`config.mk`:
```
export PLATFORM = sky130hd
export DESIGN_NAME = sdb_bridge
export DESIGN_NICKNAME = d
export VERILOG_FILES = /design/src/sdb_pkg.sv /design/src/sdb_hold_stage.sv /design/src/sdb_err_resp.sv /design/src/sdb_bridge.sv
export SDC_FILE = /design/constraint.sdc
export NUM_CORES = 1
export LEC_CHECK = 0
export ABC_AREA = 1
export BUFFER_PORTS_ARGS = -buffer_cell sky130_fd_sc_hd__buf_4
export CAP_MARGIN = 20
export CORE_AREA = 2 2 123 125
export CTS_CLUSTER_SIZE = 8
export DETAILED_ROUTE_END_ITERATION = 10
export DIE_AREA = 0 0 125 127
export PLACE_DENSITY = 0.82
export SETUP_SLACK_MARGIN = 0.3
export SLEW_MARGIN = 20
export SYNTH_ARGS = -nofsm -noshare
export SYNTH_HDL_FRONTEND = slang
export SYNTH_SLANG_ARGS = --single-unit
```
`constraint.sdc`:
```
create_clock -name MCLK -period 1.99 [get_ports MCLK]
set_clock_uncertainty 0.05 [all_clocks]
set_input_delay 0.398 -clock MCLK [delete_from_list [all_inputs] [get_ports MCLK]]
set_output_delay 0.398 -clock MCLK [all_outputs]
set_load 0.03 [all_outputs]
```
`src/sdb_pkg.sv`:
```
package sdb_pkg;

   // AHB transfer type and burst encodings
   localparam logic [1:0] TRANS_IDLE   = 2'h0;
   localparam logic [1:0] TRANS_BUSY   = 2'h1;
   localparam logic [1:0] TRANS_NONSEQ = 2'h2;
   localparam logic [1:0] TRANS_SEQ    = 2'h3;
   localparam logic [2:0] BURST_SINGLE = 3'h0;
   localparam logic [2:0] BURST_INCR   = 3'h1;
   localparam int         HPROT_BUF_BIT = 2;

   // Beats after the first one of fixed-length bursts
   localparam logic [3:0] BEATS4_LAST  = 4'h3;
   localparam logic [3:0] BEATS8_LAST  = 4'h7;
   localparam logic [3:0] BEATS16_LAST = 4'hf;

   // Register map
   localparam int          APB_AW     = 12;
   localparam logic [11:0] STATUS_OFF = 12'h000;
   localparam logic [11:0] MASK_OFF   = 12'h004;
   localparam logic [11:0] STATE_OFF  = 12'h008;

   // Event bits of status and mask
   localparam int         EV_W        = 2;
   localparam int         EV_BWF_BIT  = 0;
   localparam int         EV_PERR_BIT = 1;
   localparam logic [1:0] STATUS_RST  = 2'h0;
   localparam logic [1:0] MASK_RST    = 2'h0;

   // Bits of the state register
   localparam int ST_HOLD_BIT = 0;
   localparam int ST_BUSY_BIT = 1;
   localparam int ST_PEND_BIT = 2;

   typedef enum logic [1:0] {
      SL_IDLE = 2'b00,
      SL_ADDR = 2'b01,
      SL_DATA = 2'b11
   } sdb_slow_state_t;

   typedef enum logic [1:0] {
      ER_IDLE = 2'b00,
      ER_WAIT = 2'b01,
      ER_DONE = 2'b11
   } sdb_err_state_t;

endpackage

```
`src/sdb_hold_stage.sv`:
```
`timescale 1ns/100ps
module sdb_hold_stage #(
   parameter int W = 8
) (
   // Clock and reset
   input  wire logic         clk,
   input  wire logic         rst_n,
   // Capture and release
   input  wire logic         load,
   input  wire logic [W-1:0] cap,
   input  wire logic         take,
   // Held transfer
   output logic [W-1:0]      vec,
   output logic              valid
);

   always_ff @(posedge clk) begin
      if (!rst_n) begin
         valid <= 1'b0;
         vec   <= '0;
      end else if (load) begin
         valid <= 1'b1;
         vec   <= cap;
      end else if (take) begin
         valid <= 1'b0;
      end
   end

endmodule

```
`src/sdb_err_resp.sv`:
```
`timescale 1ns/100ps
module sdb_err_resp (
   // Clock and reset
   input  wire logic clk,
   input  wire logic rst_n,
   // Slow side error seen
   input  wire logic start,
   // Fast side two-cycle error response
   output logic      resp,
   output logic      ready
);

   sdb_pkg::sdb_err_state_t st;
   sdb_pkg::sdb_err_state_t next_st;

   always_comb begin
      case (st)
         sdb_pkg::ER_IDLE: next_st = start ? sdb_pkg::ER_WAIT : sdb_pkg::ER_IDLE;
         sdb_pkg::ER_WAIT: next_st = sdb_pkg::ER_DONE;
         default:          next_st = sdb_pkg::ER_IDLE;
      endcase
   end

   always_ff @(posedge clk) begin
      if (!rst_n) begin
         st <= sdb_pkg::ER_IDLE;
      end else begin
         st <= next_st;
      end
   end

   assign resp  = (st != sdb_pkg::ER_IDLE);
   assign ready = (st == sdb_pkg::ER_DONE);

endmodule

```
`src/sdb_bridge.sv`:
```
`timescale 1ns/100ps
// Notes on behaviour
// - With the write buffer present, HPROT[2] of each write picks buffered or pass-through.
// - Fast-side address and control are registered before they reach the slow bus.
// - Read data and ready return combinationally, error responses from registers.
// - A buffered write that fails downstream gives a fault pulse of one fast cycle.
// - With burst support off (default) bursts leave as single transfers.
// - With burst support on, bursts are forwarded as bursts.
// - The write buffer parameter at 1 builds a one-entry buffer, at 0 (default) none.
// - Address width defaults to 32 bits and master id width to 1 bit.
// - Data width is 32 (default) or 64 bits.
// - Slow-side activity advances only on fast edges marked by the slow clock enable.
// - With the enable tied high both sides run together, with two extra forward cycles.
// - A bufferable write that is not held is answered OKAY at once and written downstream later.
// - Writes with HPROT[2] high are bufferable, reads never are.
// - A transfer arriving during a buffered write is held with wait states, then issued.
module sdb_bridge #(
   parameter int address_width_param   = 32,
   parameter int master_id_width_param = 1,
   parameter int data_width_param      = 32,
   parameter int burst_support_param   = 0,
   parameter int write_buffer_param    = 0
) (
   // Clock and reset
   input  wire logic                             MCLK,
   input  wire logic                             RST_N,
   input  wire logic                             SLOW_BUS_CLOCK_ENABLE,
   // Fast side, AHB-Lite slave
   input  wire logic                             HSELS,
   input  wire logic [address_width_param-1:0]   HADDRS,
   input  wire logic [1:0]                       HTRANSS,
   input  wire logic [2:0]                       HSIZES,
   input  wire logic [2:0]                       HBURSTS,
   input  wire logic [3:0]                       HPROTS,
   input  wire logic [master_id_width_param-1:0] HMASTERS,
   input  wire logic                             HWRITES,
   input  wire logic                             HMASTLOCKS,
   input  wire logic [data_width_param-1:0]      HWDATAS,
   input  wire logic                             HREADYS,
   output logic                                  HREADYOUTS,
   output logic                                  HRESPS,
   output logic [data_width_param-1:0]           HRDATAS,
   output logic                                  BUFFERED_WRITE_FAULT_PULSE,
   // Slow side, AHB-Lite master
   output logic [address_width_param-1:0]        HADDRM,
   output logic [1:0]                            HTRANSM,
   output logic [2:0]                            HSIZEM,
   output logic [2:0]                            HBURSTM,
   output logic [3:0]                            HPROTM,
   output logic [master_id_width_param-1:0]      HMASTERM,
   output logic                                  HWRITEM,
   output logic                                  HMASTLOCKM,
   output logic [data_width_param-1:0]           HWDATAM,
   input  wire logic [data_width_param-1:0]      HRDATAM,
   input  wire logic                             HREADYM,
   input  wire logic                             HRESPM,
   // APB register port
   input  wire logic                             PSEL,
   input  wire logic                             PENABLE,
   input  wire logic                             PWRITE,
   input  wire logic [sdb_pkg::APB_AW-1:0]       PADDR,
   input  wire logic [31:0]                      PWDATA,
   input  wire logic [3:0]                       PSTRB,
   output logic                                  PREADY,
   output logic [31:0]                           PRDATA,
   output logic                                  PSLVERR,
   // Interrupt
   output logic                                  INTERRUPT
);

   localparam int AW = address_width_param;
   localparam int MW = master_id_width_param;
   localparam int CW = AW + MW + 15;

   // Transfer descriptors
   logic [CW-1:0]           cap_vec;
   logic [CW-1:0]           cur_vec;
   logic [CW-1:0]           hld_vec;
   logic                    hld_valid;
   logic [AW-1:0]           c_addr;
   logic [2:0]              c_size;
   logic [2:0]              c_burst;
   logic [3:0]              c_prot;
   logic [MW-1:0]           c_master;
   logic                    c_write;
   logic                    c_lock;
   logic [1:0]              c_trans;
   logic                    c_buf;

   // Slow side state
   sdb_pkg::sdb_slow_state_t st;
   logic                    pend;
   logic [3:0]              rem;
   logic [data_width_param-1:0] wdata;

   // Fast data phase tracking
   logic                    fdp;
   logic                    fdp_buf;
   logic                    fdp_held;
   logic                    fdp_write;
   logic                    err_resp;
   logic                    err_rdy;

   // Registers
   logic [sdb_pkg::EV_W-1:0] status;
   logic [sdb_pkg::EV_W-1:0] mask;
   logic [sdb_pkg::EV_W-1:0] next_status;

   // Decode of the fast and slow sides
   wire logic cap_buf  = (write_buffer_param == 1) && HWRITES
                         && HPROTS[sdb_pkg::HPROT_BUF_BIT];
   wire logic acc      = HSELS && HTRANSS[1] && HREADYS;
   wire logic en       = SLOW_BUS_CLOCK_ENABLE;
   wire logic in_data  = (st == sdb_pkg::SL_DATA);
   wire logic fin      = in_data && en && (HREADYM || HRESPM);
   wire logic fin_ok   = in_data && en && HREADYM;
   wire logic fin_err  = in_data && en && HRESPM && !HREADYM;
   wire logic busy     = pend || hld_valid || ((st != sdb_pkg::SL_IDLE) && !fin);
   wire logic load_cur = acc && !busy;
   wire logic hld_load = acc && busy;
   wire logic hld_take = hld_valid && !pend && (st == sdb_pkg::SL_IDLE);
   wire logic issue    = en && (st == sdb_pkg::SL_IDLE) && pend;
   wire logic ev_bwf   = fin_err && c_buf;
   wire logic ev_perr  = fin_err && !c_buf;

   assign cap_vec = {HADDRS, HSIZES, HBURSTS, HPROTS, HMASTERS, HWRITES, HMASTLOCKS,
                     HTRANSS, cap_buf};
   assign {c_addr, c_size, c_burst, c_prot, c_master, c_write, c_lock, c_trans,
           c_buf} = cur_vec;

   // Burst length bookkeeping for forwarded bursts
   wire logic       fixed_burst = (c_burst[2:1] != 2'h0);
   wire logic [3:0] first_rem   = (c_burst[2:1] == 2'h1) ? sdb_pkg::BEATS4_LAST :
                                  (c_burst[2:1] == 2'h2) ? sdb_pkg::BEATS8_LAST :
                                  (c_burst[2:1] == 2'h3) ? sdb_pkg::BEATS16_LAST : 4'h0;
   wire logic [3:0] next_rem    = (c_trans == sdb_pkg::TRANS_NONSEQ) ? first_rem
                                                                     : rem - 4'h1;
   wire logic       gap_busy    = (burst_support_param == 1)
                                  && ((c_burst == sdb_pkg::BURST_INCR)
                                      || (fixed_burst && (rem != 4'h0)));

   // Issued transfer type and burst
   wire logic [1:0] issue_trans = (burst_support_param == 1) ? c_trans
                                                             : sdb_pkg::TRANS_NONSEQ;
   wire logic [2:0] issue_burst = (burst_support_param == 1) ? c_burst
                                                             : sdb_pkg::BURST_SINGLE;

   // Fast side response, combinational except errors
   assign HREADYOUTS = err_resp ? err_rdy
                     : (!fdp || (!fdp_held && (fdp_buf || fin_ok)));
   assign HRDATAS    = HRDATAM;
   assign HRESPS     = err_resp;

   generate
      if (write_buffer_param == 1) begin : g_wb
         sdb_hold_stage #(
            .W     (CW)
         ) u_hold (
            .clk   (MCLK),
            .rst_n (RST_N),
            .load  (hld_load),
            .cap   (cap_vec),
            .take  (hld_take),
            .vec   (hld_vec),
            .valid (hld_valid)
         );
      end else begin : g_nowb
         assign hld_vec   = '0;
         assign hld_valid = 1'b0;
      end
   endgenerate

   sdb_err_resp u_err (
      .clk   (MCLK),
      .rst_n (RST_N),
      .start (ev_perr),
      .resp  (err_resp),
      .ready (err_rdy)
   );

   // Current transfer register, loaded directly or from the hold stage
   always_ff @(posedge MCLK) begin
      if (!RST_N) begin
         cur_vec <= '0;
         pend    <= 1'b0;
      end else if (load_cur) begin
         cur_vec <= cap_vec;
         pend    <= 1'b1;
      end else if (hld_take) begin
         cur_vec <= hld_vec;
         pend    <= 1'b1;
      end else if (issue) begin
         pend    <= 1'b0;
      end
   end

   // Fast data phase
   always_ff @(posedge MCLK) begin
      if (!RST_N) begin
         fdp       <= 1'b0;
         fdp_buf   <= 1'b0;
         fdp_held  <= 1'b0;
         fdp_write <= 1'b0;
      end else if (acc) begin
         fdp       <= 1'b1;
         fdp_buf   <= cap_buf;
         fdp_held  <= busy;
         fdp_write <= HWRITES;
      end else if (hld_take) begin
         fdp_held  <= 1'b0;
      end else if (HREADYOUTS) begin
         fdp       <= 1'b0;
      end
   end

   // Write data is taken only for the transfer owning the slow side
   always_ff @(posedge MCLK) begin
      if (!RST_N) begin
         wdata <= '0;
      end else if (fdp && !fdp_held && fdp_write && !err_resp) begin
         wdata <= HWDATAS;
      end
   end

   // Slow side sequencer, moves on enabled edges only
   always_ff @(posedge MCLK) begin
      if (!RST_N) begin
         st         <= sdb_pkg::SL_IDLE;
         rem        <= 4'h0;
         HADDRM     <= '0;
         HTRANSM    <= sdb_pkg::TRANS_IDLE;
         HSIZEM     <= 3'h0;
         HBURSTM    <= sdb_pkg::BURST_SINGLE;
         HPROTM     <= 4'h0;
         HMASTERM   <= '0;
         HWRITEM    <= 1'b0;
         HMASTLOCKM <= 1'b0;
         HWDATAM    <= '0;
      end else if (en) begin
         case (st)
            sdb_pkg::SL_IDLE: begin
               if (pend) begin
                  st         <= sdb_pkg::SL_ADDR;
                  rem        <= next_rem;
                  HADDRM     <= c_addr;
                  HTRANSM    <= issue_trans;
                  HSIZEM     <= c_size;
                  HBURSTM    <= issue_burst;
                  HPROTM     <= c_prot;
                  HMASTERM   <= c_master;
                  HWRITEM    <= c_write;
                  HMASTLOCKM <= c_lock;
               end
            end
            sdb_pkg::SL_ADDR: begin
               if (HREADYM) begin
                  st      <= sdb_pkg::SL_DATA;
                  HWDATAM <= wdata;
                  HTRANSM <= gap_busy ? sdb_pkg::TRANS_BUSY : sdb_pkg::TRANS_IDLE;
               end
            end
            default: begin
               if (HREADYM || HRESPM) begin
                  st <= sdb_pkg::SL_IDLE;
                  if (HRESPM) begin
                     HTRANSM <= sdb_pkg::TRANS_IDLE;
                  end
               end
            end
         endcase
      end
   end

   // Fault pulse for buffered writes
   always_ff @(posedge MCLK) begin
      if (!RST_N) begin
         BUFFERED_WRITE_FAULT_PULSE <= 1'b0;
      end else begin
         BUFFERED_WRITE_FAULT_PULSE <= ev_bwf;
      end
   end

   // APB register decode
   wire logic apb_setup  = PSEL && !PENABLE;
   wire logic apb_access = PSEL && PENABLE && PREADY;
   wire logic sel_status = (PADDR == sdb_pkg::STATUS_OFF);
   wire logic sel_mask   = (PADDR == sdb_pkg::MASK_OFF);
   wire logic sel_state  = (PADDR == sdb_pkg::STATE_OFF);
   wire logic mapped     = sel_status || sel_mask || sel_state;
   wire logic [31:0] state_word = {29'h0, pend, (st != sdb_pkg::SL_IDLE), hld_valid};
   wire logic [31:0] rd_mux = sel_status ? {30'h0, status}
                            : sel_mask   ? {30'h0, mask}
                            : sel_state  ? state_word : 32'h0;
   wire logic [sdb_pkg::EV_W-1:0] rd_clr = (apb_access && !PWRITE && sel_status)
                                           ? PRDATA[sdb_pkg::EV_W-1:0]
                                           : {sdb_pkg::EV_W{1'b0}};
   wire logic [sdb_pkg::EV_W-1:0] events = {ev_perr, ev_bwf};

   // Only bits seen by the read are cleared; new events win
   assign next_status = (status & ~rd_clr) | events;

   always_ff @(posedge MCLK) begin
      if (!RST_N) begin
         PREADY  <= 1'b0;
         PRDATA  <= 32'h0;
         PSLVERR <= 1'b0;
      end else begin
         PREADY  <= apb_setup;
         PSLVERR <= apb_setup && !mapped;
         if (apb_setup) begin
            PRDATA <= rd_mux;
         end
      end
   end

   always_ff @(posedge MCLK) begin
      if (!RST_N) begin
         status    <= sdb_pkg::STATUS_RST;
         mask      <= sdb_pkg::MASK_RST;
         INTERRUPT <= 1'b0;
      end else begin
         status    <= next_status;
         INTERRUPT <= |(next_status & mask);
         if (apb_access && PWRITE && sel_mask && PSTRB[0]) begin
            mask <= PWDATA[sdb_pkg::EV_W-1:0];
         end
      end
   end

endmodule

```
==> summary.txt, run 1 <==
Outcome
  • Result of the run: complete, no violations

Worst hold path
  • Hold/Removal Path Class: in -> reg
  • Launch instance of the worst min-delay path: HWDATAS[24]
  • Hold Crit Endpoint: wdata[24]
  • Number of instances on the worst hold path: 3

STA
  • Unrepaired setup endpoints after global routing: true
  • Number of pins exceeding their max-slew limit in the final report: 0
  • Share of the clock period used by the worst path: 87.5%
  • Count of final hold-check violations: 0
  • Final setup vio count: 0
  • Post-route worst setup slack: 0.249 ns
  • Fin Setup TNS: 0 ns
  • Max Fclk: 574 MHz
  • Final critical delay including setup and external delays: 1.74 ns

Pwr
  • Leakage: 3.56 nW
  • Internal Pwr Total: 5.78 mW
  • Switch share: 26.1%
  • Switching power of the nets: 2.05 mW
  • Share of power burned in registers: 45.8%
  • Combinational power share: 13.6%
  • Clock group share of total power: 40.6%
  • Max rail drop VDD: 0.542 mV
  • Power per standard cell area: 949 nW/um^2

Yosys
  • Post-synth cell types: 24
  • Sequential element share of the synthesized area: 52.3%
  • Synthesized area divided by synthesized cell count: 8.02 sq um
  • Leading cell types by total area after synthesis: sky130_fd_sc_hd__dfxtp_1, sky130_fd_sc_hd__o21ai_0, sky130_fd_sc_hd__nor2_1, sky130_fd_sc_hd__buf_4, sky130_fd_sc_hd__a21oi_1
  • Asr flop ratio synth: 0%
  • Synthesized-area fraction occupied by adder cells: 0%
  • Share of the synthesized netlist area taken by xor and xnor gates: 0%
  • Area fraction in and, or, nand and nor cells after synthesis: 12.2%
  • Number of synthesized flops with an enable pin: 0
  • Seq cells post-synth: 167
  • Post-synthesis cell count: 796
  • Cell accounting for the most synthesized area: sky130_fd_sc_hd__dfxtp_1
  • Most instantiated flip-flop cell in the synthesis netlist: sky130_fd_sc_hd__dfxtp_1
  • Combinational family with the most area after synthesis: compound AO/OA/AOI/OAI gates
  • Yosys top cell area share: 52.3%
  • Post-synthesis compound-gate area fraction: 20.2%
  • Multiplexer share of the synthesized area: 0%
  • Most instantiated cells after synthesis: sky130_fd_sc_hd__dfxtp_1, sky130_fd_sc_hd__o21ai_0, sky130_fd_sc_hd__nor2_1
  • Synthesized area: 6390 sq um
  • Number of warnings reported in the yosys synthesis log: 0
  • Most common cell in the synthesized netlist: sky130_fd_sc_hd__dfxtp_1

Setup path
  • CP Max Fanout: 3
  • Worst path top cell family by delay: flip-flops
  • Worst-path cell with the longest stage delay: sky130_fd_sc_hd__dfxtp_2
  • Highest cell delay on the worst timing path: 0.37 ns
  • Critical path buffers and inverters: 2
  • Reg2reg end: cur_vec[46]
  • Data arrival at the endpoint of the critical path: 1.29 ns
  • Setup crit start: st[0]
  • Crit Reg-Reg Startpoint: st[1]
  • Critical path capture point type: primary output
  • Critical Setup Path Class: reg -> out
  • Path depth of the worst reg2reg path: 8
  • Worst reg-to-reg setup slack: 0.34 ns
  • Setup crit start kind: register
  • Worst path cell trace: nand3_4 -> o21ai_2 -> a21boi_2 -> inv_1 -> buf_6
  • Worst Path Required: 1.54 ns

Job
  • Max-cap check violation count: 0

Route
  • Mean routed wirelength per cell: 13.2 um
  • Detailed-route DRC error count: 0
  • Total Routed Length: 15,000 um
  • Vias per std cell: 4.75
  • Number of DRC violations after detailed-routing iteration 0: 193
  • Antenna-violating nets left: 0
  • Vias: 5,385
  • Iteration count of the initial detailed-routing pass: 6

Clock network
  • Maximum buffer depth of the clock tree: 2
  • CTS tree: done
  • H-tree levels: 4
  • TritonCTS Buffers: 17
  • Skew-Pair Late Insertion Delay: 0.41 ns
  • Cell chosen for the clock root: sky130_fd_sc_hd__clkbuf_16
  • Number of hold buffers added after CTS: 0
  • Register clock-pin slew on the reported worst setup and hold paths: 0.06 ns
  • Sink count of the clock tree: 167

Die
  • Area of the core: 14,400 sq um
  • Overall die area: 15,900 sq um
  • Vertical die dimension: 127 um
  • Starting utilization of the core area: 44.3%
  • Die extent in x: 125 um
  • Boundary pin count: 318
  • Rows: 44

Global routing
  • Total congestion overflow: 0
  • Largest net degree at the start of global routing: 87
  • Total global routing track utilization: 17.8%
  • Number of global-route vias before repair: 4,915
  • Wire length of the first global-routing pass: 23,000 um
  • Number of antenna violations at the first check in global routing: 0

Layout
  • FF+latch area: 3350 sq um
  • Post-Layout Inst Area: 8250 sq um
  • Area of the multi-input gates: 2220 sq um
  • Number of diodes: 0
  • Final-stage net count: 1,107
  • Share of layout cells above drive strength 1: 26.0%
  • Layout area overhead: 29.1%
  • Filler Cells Inserted: 1,318

Placed design
  • Post-Place Setup Slack: 0.288 ns
  • Placed instance area: 7550 sq um
  • Count of buffers inserted at the top-level ports: 182
  • Routability Congestion: 0.795
  • Detailed-placement wirelength estimate: 9750 um
final cells by class:
class	count	share of cell area [%]
Sequential cell	167	40.6
Timing Repair Buffer	203	19.7
Tap cell	184	2.79
Clock buffer	18	5.32
Multi-Input combinational cell	482	26.9
Inverter	67	3.05
Clock inverter	13	1.59
stage by stage:
stage / instances / utilization, % / power, mW / hold slack (ns)
after CTS: 1129 / 56.6 / 7.84 / 0.171
after global routing: 1134 / 57.2 / 8.18 / 0.185
after detailed placement: 1095 / 52.4 / 4.68 / 0.393
after global placement: 1095 / 52.4 / 4.66 / 0.388
after floorplan: 829 / - / 4.44 / 0.380
final: 1134 / 57.2 / 7.83 / 0.188
registers in the layout, summed over array words and instances, names as in the netlist, 2 cells and up:
signal,cells
u_err.st,2
st,2
mask,2
HADDRM,32
PRDATA,3
cur_vec,42
HSIZEM,3
status,2
HWDATAM,32
HPROTM,4
wdata,32
kinds of logic after synthesis:
kind of cell	Yosys count
other	1
buffers and inverters	180
AOI/OAI and AO/OA	255
and+or+nand+nor	193
DFF	167
power by group through the flow:
stage / Sequential [mW] / Clock, mW / Combinational, mW
floorplan: 3.85 / 0 / 0.594
global placement: 3.65 / 0 / 1.02
finish: 3.58 / 3.18 / 1.07
CTS: 3.58 / 3.22 / 1.04
detailed placement: 3.65 / 0 / 1.03
global route: 3.60 / 3.42 / 1.16
worst max-delay path by stage:
stage             endpoint  slack, ns  cells after the start
3_3_place_gp   cur_vec[36]       0.32                      8
5_1_grt         HREADYOUTS       0.16                      5
3_5_place_dp   cur_vec[36]       0.29                      8
2_1_floorplan   HREADYOUTS       0.59                      4
4_1_cts         HREADYOUTS       0.25                      5
6_report        HREADYOUTS       0.25                      5
worst min-delay path, stage by stage:
cell and delay [ns]:
sky130_fd_sc_hd__buf_4 0.07, sky130_fd_sc_hd__o21ai_0 0.07, sky130_fd_sc_hd__nor2_1 0.07
placed cells by master (no fill, tap or decap):
cell / count
sky130_fd_sc_hd__a21boi_2: 1
sky130_fd_sc_hd__a21oi_1: 95
sky130_fd_sc_hd__and3_1: 1
sky130_fd_sc_hd__buf_12: 5
sky130_fd_sc_hd__buf_4: 195
sky130_fd_sc_hd__buf_6: 1
sky130_fd_sc_hd__bufinv_16: 2
sky130_fd_sc_hd__clkbuf_16: 19
sky130_fd_sc_hd__clkbuf_8: 1
sky130_fd_sc_hd__clkinv_1: 1
sky130_fd_sc_hd__clkinv_2: 6
sky130_fd_sc_hd__clkinv_4: 2
sky130_fd_sc_hd__clkinvlp_4: 2
sky130_fd_sc_hd__conb_1: 34
sky130_fd_sc_hd__dfxtp_1: 164
sky130_fd_sc_hd__dfxtp_2: 2
sky130_fd_sc_hd__dfxtp_4: 1
sky130_fd_sc_hd__inv_1: 65
sky130_fd_sc_hd__inv_2: 1
sky130_fd_sc_hd__inv_6: 1
sky130_fd_sc_hd__nand2_1: 22
sky130_fd_sc_hd__nand3_1: 10
sky130_fd_sc_hd__nand3_2: 2
sky130_fd_sc_hd__nand3_4: 1
sky130_fd_sc_hd__nand3b_1: 1
sky130_fd_sc_hd__nand4_1: 5
sky130_fd_sc_hd__nor2_1: 145
sky130_fd_sc_hd__nor2_2: 1
sky130_fd_sc_hd__nor2_4: 1
sky130_fd_sc_hd__nor3_1: 3
sky130_fd_sc_hd__o211ai_1: 2
sky130_fd_sc_hd__o21ai_0: 151
sky130_fd_sc_hd__o21ai_1: 4
sky130_fd_sc_hd__o21ai_2: 2
sky130_fd_sc_hd__or2_2: 1
repair_timing:
| action | CTS | global route |
|---|---|---|
| resized for setup | 10 | 2 |
| setup buffers | 3 | 3 |
| pin swaps | 1 | 1 |
| endpoints found under the setup margin | 1 | 54 |
| hold endpoints to repair | 0 | 0 |
| gates cloned | 0 | 2 |
layer usage:
metal | wire [um] | part of all wire [%] | GRT usage [%]
met5 | 0 | 0 | 0
met4 | 195 | 1.3 | 5.88
met3 | 1080 | 7.2 | 6.57
met2 | 7200 | 48 | 29.7
met1 | 6520 | 43 | 21.3
(Power assumes the default switching activity.)
==> run 2: changes to the inputs <==
--- a/config.mk
+++ b/config.mk
@@ -12,9 +12,10 @@
 export CTS_CLUSTER_SIZE = 8
 export DETAILED_ROUTE_END_ITERATION = 10
 export DIE_AREA = 0 0 125 127
-export PLACE_DENSITY = 0.82
+export PLACE_DENSITY = 0.77
 export SETUP_SLACK_MARGIN = 0.3
 export SLEW_MARGIN = 20
 export SYNTH_ARGS = -nofsm -noshare
 export SYNTH_HDL_FRONTEND = slang
 export SYNTH_SLANG_ARGS = --single-unit
+export TNS_END_PERCENT = 1
==> summary.txt, run 2 (same netlist as run 1, synthesis figures left out) <==
Route
  • Mean routed wirelength per cell: 12.5 um (was 13.2 um)
  • Iteration count of the initial detailed-routing pass: 5 (was 6)
  • Vias: 5,277 (was 5,385)
  • Vias per std cell: 4.67 (was 4.75)
  • Total Routed Length: 14,100 um (was 15,000 um)
  • Antenna-violating nets left: 0 (unchanged)
  • Number of DRC violations after detailed-routing iteration 0: 263 (was 193)
  • Detailed-route DRC error count: 0 (unchanged)

Setup path
  • Worst path cell trace: nand3_4 -> o21ai_2 -> a21boi_2 -> inv_2 -> buf_6 (was nand3_4 -> o21ai_2 -> a21boi_2 -> inv_1 -> buf_6)
  • Setup crit start kind: register (unchanged)
  • Critical Setup Path Class: reg -> out (unchanged)
  • Highest cell delay on the worst timing path: 0.36 ns (was 0.37 ns)
  • Worst-path cell with the longest stage delay: sky130_fd_sc_hd__dfxtp_4 (was sky130_fd_sc_hd__dfxtp_2)
  • CP Max Fanout: 2 (was 3)
  • Critical path capture point type: primary output (unchanged)
  • Worst Path Required: 1.54 ns (about the same)
  • Data arrival at the endpoint of the critical path: 1.30 ns (was 1.29 ns)
  • Path depth of the worst reg2reg path: 7 (was 8)

Clock network
  • Register clock-pin slew on the reported worst setup and hold paths: 0.06 ns (about the same)
  • Maximum buffer depth of the clock tree: 2 (unchanged)
  • CTS tree: done (unchanged)
  • Cell chosen for the clock root: sky130_fd_sc_hd__clkbuf_16 (unchanged)
  • Number of hold buffers added after CTS: 0 (unchanged)
  • Sink count of the clock tree: 167 (unchanged)
  • Skew-Pair Late Insertion Delay: 0.42 ns (was 0.41 ns)
  • TritonCTS Buffers: 17 (unchanged)
  • H-tree levels: 4 (unchanged)

Placed design
  • Detailed-placement wirelength estimate: 9510 um (was 9750 um)
  • Count of buffers inserted at the top-level ports: 182 (unchanged)
  • Post-Place Setup Slack: 0.247 ns (was 0.288 ns)
  • Cell total after placement: 1,092 (was 1,095)
  • Routability Congestion: 0.808 (was 0.795)

Pwr
  • Max rail drop VDD: 0.522 mV (was 0.542 mV)
  • Leakage: 3.51 nW (was 3.56 nW)
  • Power per standard cell area: 964 nW/um^2 (was 949 nW/um^2)

STA
  • Count of final hold-check violations: 0 (unchanged)
  • Unrepaired setup endpoints after global routing: true (unchanged)
  • Post-route worst setup slack: 0.245 ns (was 0.249 ns)
  • Share of the clock period used by the worst path: 87.7% (was 87.5%)
  • Final critical delay including setup and external delays: 1.74 ns (about the same)
  • Number of pins exceeding their max-slew limit in the final report: 0 (unchanged)
  • Final setup vio count: 0 (unchanged)
  • Slew @ Worst Pin: 0.607 ns
  • Max-slew headroom at the worst pin: 59.5%
  • Fin Setup TNS: 0 ns (unchanged)
  • Max Fclk: 573 MHz (was 574 MHz)

Global routing
  • Wire length of the first global-routing pass: 23,100 um (was 23,000 um)
  • Total congestion overflow: 0 (unchanged)
  • Largest net degree at the start of global routing: 87 (unchanged)
  • Number of antenna violations at the first check in global routing: 0 (unchanged)
  • Number of global-route vias before repair: 4,771 (was 4,915)
  • Total global routing track utilization: 18.0% (was 17.8%)

Die
  • Area of the core: 14,400 sq um (unchanged)
  • Vertical die dimension: 127 um (unchanged)
  • Die extent in x: 125 um (unchanged)
  • Starting utilization of the core area: 44.3% (unchanged)
  • Boundary pin count: 318 (unchanged)
  • Overall die area: 15,900 sq um (unchanged)
  • Rows: 44 (unchanged)

Layout
  • Most common cell after layout, fill and taps aside: sky130_fd_sc_hd__buf_4 (unchanged)
  • Reg with most FFs: cur_vec (unchanged)
  • Leading cell types in the layout, fill and taps excluded: sky130_fd_sc_hd__buf_4, sky130_fd_sc_hd__dfxtp_1, sky130_fd_sc_hd__o21ai_0, sky130_fd_sc_hd__nor2_1, sky130_fd_sc_hd__a21oi_1 (unchanged)
  • Filler Cells Inserted: 1,334 (was 1,318)
  • Layout area overhead: 27.8% (was 29.1%)
  • Number of diodes: 0 (unchanged)
  • Share of layout cells above drive strength 1: 25.5% (was 26.0%)
  • Largest register FFs: 42 (unchanged)
  • Non-filler cells in the finished layout: 1,129 (was 1,134)
  • Final-stage net count: 1,101 (was 1,107)

Outcome
  • Result of the run: complete, no violations (unchanged)

Job
  • Max-cap check violation count: 0 (unchanged)

Worst hold path
  • Number of instances on the worst hold path: 3 (unchanged)
  • Hold/Removal Path Class: in -> reg (unchanged)
[run 2: cell count changes in the layout (fill, tap and decap cells not counted), sizes merged]
cell	before	now
buf	201	197
clkinv	9	5
inv	67	72
clkbuf	20	18
[run 2: timing repair]
| action | CTS | global route |
|---|---|---|
| resized for setup | 12 | 0 |
| buffers inserted | 4 | 1 |
| endpoints found under the setup margin | 1 | 119 |
| pin swaps | 3 | 1 |
[run 2: report_power, final]
part	switching [mW]	leakage [nW]	internal [mW]
Sequential	0.0706	1.36	3.51
Combinational	0.634	1.87	0.386
Clock	1.39	0.283	1.88
Total	2.10	3.51	5.77
[run 2: metal layers]
layer  up-vias  track usage [%]  part of all wire (%)
li1       2757                -                     -
met1      2342             21.9                    43
met2       168             28.3                    47
met3        10             7.87                   8.9
met4         0             6.80                  0.87
met5         -                0                     0
[run 2: stage by stage]
| stage | utilization [%] | instance area [sq um] | hold WS (ns) | power [mW] |
|---|---|---|---|---|
| finish | 56.6 | 8160 | 0.178 | 7.87 |
| global route | 56.6 | 8160 | 0.165 | 8.23 |
| CTS | 56.5 | 8160 | 0.155 | 7.96 |
| detailed placement | 52.0 | 7500 | 0.392 | 4.67 |
| global placement | 52.0 | 7500 | 0.387 | 4.66 |
| floorplan | - | 6510 | 0.380 | 4.44 |
[run 2: worst paths after layout]
| kind | slack (ns) | endpoint | startpoint |
|---|---|---|---|
| max | 0.25 | HREADYOUTS | st[1] |
| min | 0.18 | wdata[23] | HWDATAS[23] |
| max reg2reg | 0.32 | HADDRM[4] | st[1] |
| min reg2reg | 0.40 | cur_vec[18] | cur_vec[18] |
[run 2: area by class of cell]
| class | instances | area, sq um | share of cell area (%) |
|---|---|---|---|
| clock buffer | 18 | 429 | 5.26 |
| clock inverter | 14 | 163 | 1.99 |
| inverter | 67 | 251 | 3.08 |
| multi-input combinational | 482 | 2220 | 27.2 |
| sequential | 167 | 3350 | 41.0 |
| tap | 184 | 230 | 2.82 |
| timing repair buffer | 197 | 1520 | 18.6 |
[run 2: critical path, delay by kind of cell, from the launching register on]
kind            cells  cell delay [ns]
buf+inv             2             0.21
flops               1             0.36
compound gates      2             0.23
simple gates        1             0.08
==> run 3: changes to the inputs <==
==> constraint.sdc (replaced) <==
create_clock -name MCLK -period 1.95 [get_ports MCLK]
set_clock_uncertainty 0.05 [all_clocks]
set_input_delay 0.39 -clock MCLK [delete_from_list [all_inputs] [get_ports MCLK]]
set_output_delay 0.39 -clock MCLK [all_outputs]
set_load 0.03 [all_outputs]
==> summary.txt, run 3 (same netlist as run 1, synthesis figures left out) <==
Layout
  • Largest register FFs: 42 (unchanged)
  • Leading cell types in the layout, fill and taps excluded: sky130_fd_sc_hd__buf_4, sky130_fd_sc_hd__dfxtp_1, sky130_fd_sc_hd__nor2_1, sky130_fd_sc_hd__o21ai_0, sky130_fd_sc_hd__a21oi_1 (was sky130_fd_sc_hd__buf_4, sky130_fd_sc_hd__dfxtp_1, sky130_fd_sc_hd__o21ai_0, sky130_fd_sc_hd__nor2_1, sky130_fd_sc_hd__a21oi_1)
  • Layout area overhead: 29.3% (was 27.8%)
  • Number of diodes: 0 (unchanged)
  • Most common cell after layout, fill and taps aside: sky130_fd_sc_hd__buf_4 (unchanged)
  • Share of layout cells above drive strength 1: 26.2% (was 25.5%)
  • Reg with most FFs: cur_vec (unchanged)
  • Final-stage net count: 1,103 (was 1,101)

Pwr
  • Power per standard cell area: 995 nW/um^2 (was 964 nW/um^2)
  • Leakage: 3.56 nW (was 3.51 nW)
  • Max rail drop VDD: 0.693 mV (was 0.522 mV)
  • Post-layout power: 8.22 mW (was 7.87 mW)

Clock network
  • TritonCTS Buffers: 17 (unchanged)
  • Skew-Pair Late Insertion Delay: 0.42 ns (about the same)
  • Register clock-pin slew on the reported worst setup and hold paths: 0.06 ns (about the same)
  • CTS tree: done (unchanged)
  • Sink count of the clock tree: 167 (unchanged)
  • Maximum buffer depth of the clock tree: 2 (unchanged)
  • H-tree levels: 4 (unchanged)
  • Cell chosen for the clock root: sky130_fd_sc_hd__clkbuf_16 (unchanged)

Route
  • Detailed-route DRC error count: 0 (unchanged)
  • Total Routed Length: 14,500 um (was 14,100 um)
  • Vias: 5,386 (was 5,277)
  • Mean routed wirelength per cell: 12.9 um (was 12.5 um)
  • Vias per std cell: 4.76 (was 4.67)
  • Number of DRC violations after detailed-routing iteration 0: 291 (was 263)
  • Iteration count of the initial detailed-routing pass: 4 (was 5)
  • Antenna-violating nets left: 0 (unchanged)

Die
  • Starting utilization of the core area: 44.3% (unchanged)
  • Rows: 44 (unchanged)
  • Area of the core: 14,400 sq um (unchanged)
  • Boundary pin count: 318 (unchanged)
  • Vertical die dimension: 127 um (unchanged)
  • Die extent in x: 125 um (unchanged)
  • Overall die area: 15,900 sq um (unchanged)

STA
  • Final setup vio count: 0 (unchanged)
  • Max Fclk: 590 MHz
  • Unrepaired setup endpoints after global routing: true (unchanged)
  • Post-route worst setup slack: 0.256 ns (was 0.245 ns)
  • Number of pins exceeding their max-slew limit in the final report: 0 (unchanged)
  • Count of final hold-check violations: 0 (unchanged)
  • Final critical delay including setup and external delays: 1.69 ns
  • Share of the clock period used by the worst path: 86.9%
  • Fin Setup TNS: 0 ns (unchanged)

Global routing
  • Total global routing track utilization: 17.6% (was 18.0%)
  • Number of antenna violations at the first check in global routing: 0 (unchanged)
  • Number of global-route vias before repair: 4,759 (was 4,771)
  • Wire length of the first global-routing pass: 23,000 um (was 23,100 um)
  • Total congestion overflow: 0 (unchanged)
  • Largest net degree at the start of global routing: 86 (was 87)

Setup path
  • Critical path capture point type: primary output (unchanged)
  • Worst-path cell with the longest stage delay: sky130_fd_sc_hd__dfxtp_2 (was sky130_fd_sc_hd__dfxtp_4)
  • Worst reg-to-reg setup slack: 0.32 ns (about the same)
  • Crit Reg-Reg Startpoint: st[1] (unchanged)
  • Path depth of the worst reg2reg path: 8 (was 7)
  • Highest cell delay on the worst timing path: 0.33 ns (was 0.36 ns)
  • Reg2reg end: cur_vec[35] (was HADDRM[4])
  • CP Max Fanout: 2 (unchanged)
  • Data arrival at the endpoint of the critical path: 1.25 ns (was 1.30 ns)
  • Critical Setup Path Class: reg -> out (unchanged)
  • Worst path cell trace: inv_2 -> nand2_2 -> o21ai_2 -> a21boi_2 -> inv_2 -> buf_6 (was nand3_4 -> o21ai_2 -> a21boi_2 -> inv_2 -> buf_6)
  • Library cell appearing most often on the critical path: sky130_fd_sc_hd__inv_2
  • Worst Path Required: 1.51 ns (was 1.54 ns)
  • Setup crit start kind: register (unchanged)

Placed design
  • Detailed-placement wirelength estimate: 9510 um (about the same)
  • Post-Place Setup Slack: 0.246 ns (was 0.247 ns)
  • Count of buffers inserted at the top-level ports: 182 (unchanged)
  • Routability Congestion: 0.813 (was 0.808)

Outcome
  • Result of the run: complete, no violations (unchanged)

Worst hold path
  • Number of instances on the worst hold path: 3 (unchanged)
  • Hold/Removal Path Class: in -> reg (unchanged)
  • Hold Crit Endpoint: wdata[26] (was wdata[23])
  • Launch instance of the worst min-delay path: HWDATAS[26] (was HWDATAS[23])

Job
  • Max-cap check violation count: 0 (unchanged)
[run 3: changes by cell type in the layout (fill, tap and decap cells not counted), moves of 2 or more]
cell                       change
sky130_fd_sc_hd__nor2_1        -2
sky130_fd_sc_hd__o21ai_0      -11
sky130_fd_sc_hd__clkinv_2      +2
sky130_fd_sc_hd__nor2_2        +2
sky130_fd_sc_hd__o21ai_1      +11
sky130_fd_sc_hd__buf_12        +2
sky130_fd_sc_hd__clkbuf_8      +2
sky130_fd_sc_hd__inv_6         -4
[run 3: worst max path at each step]
stage                                      from  slack [ns]  cells after the start         end
after CTS                              fdp_held        0.16                      6  HREADYOUTS
after detailed placement  SLOW_BUS_CLOCK_ENABLE        0.25                      6  HREADYOUTS
final                                  fdp_held        0.26                      6  HREADYOUTS
after global routing                   fdp_held        0.18                      6  HREADYOUTS
after global placement    SLOW_BUS_CLOCK_ENABLE        0.26                      6  HREADYOUTS
after floorplan                           st[1]        0.56                      4  HREADYOUTS
[run 3: per-stage QoR]
stage          utilization (%)  std cells  hold slack (ns)  cell area (sq um)
6_report                  57.3       1131            0.170               8260
4_1_cts                   56.9       1129            0.159               8210
5_1_grt                   57.3       1131            0.165               8260
3_3_place_gp              52.3       1093            0.387               7540
3_5_place_dp              52.3       1093            0.394               7540
2_1_floorplan                -        829            0.380               6510
[run 3: layout make-up]
type / instances / area [sq um]
fill: 1330 / 6160
sequential: 167 / 3350
multi-input combinational: 482 / 2230
timing repair buffer: 199 / 1580
clock buffer: 19 / 453
inverter: 67 / 251
tap: 184 / 230
clock inverter: 13 / 170
[run 3: what timing repair did]
action | in CTS | in global routing
pin swaps | 3 | 3
hold buffers | 0 | 0
gates cloned | 0 | 1
setup buffers | 4 | 1
setup endpoints to repair | 1 | 115
gates resized for setup | 10 | 17
[run 3: power by group]
group,internal [mW],total (mW),switching [mW]
clock,2.10,3.49,1.39
combinational,0.411,1.08,0.665
sequential,3.58,3.65,0.0742
[run 3: critical path: cells and delay by family (launching register included)]
family                 cells  cell delay (ns)
flip-flops                 1             0.33
buffers and inverters      3             0.24
AO/OA/AOI/OAI              2             0.21
AND/OR/NAND/NOR            1             0.05
[run 3: layer usage]
layer	share of wire [%]	GRT usage, %	wire length, um
met5	0	0	0
met4	1.7	6.41	240
met3	8.6	6.91	1250
met2	45	27.4	6600
met1	44	22.5	6440
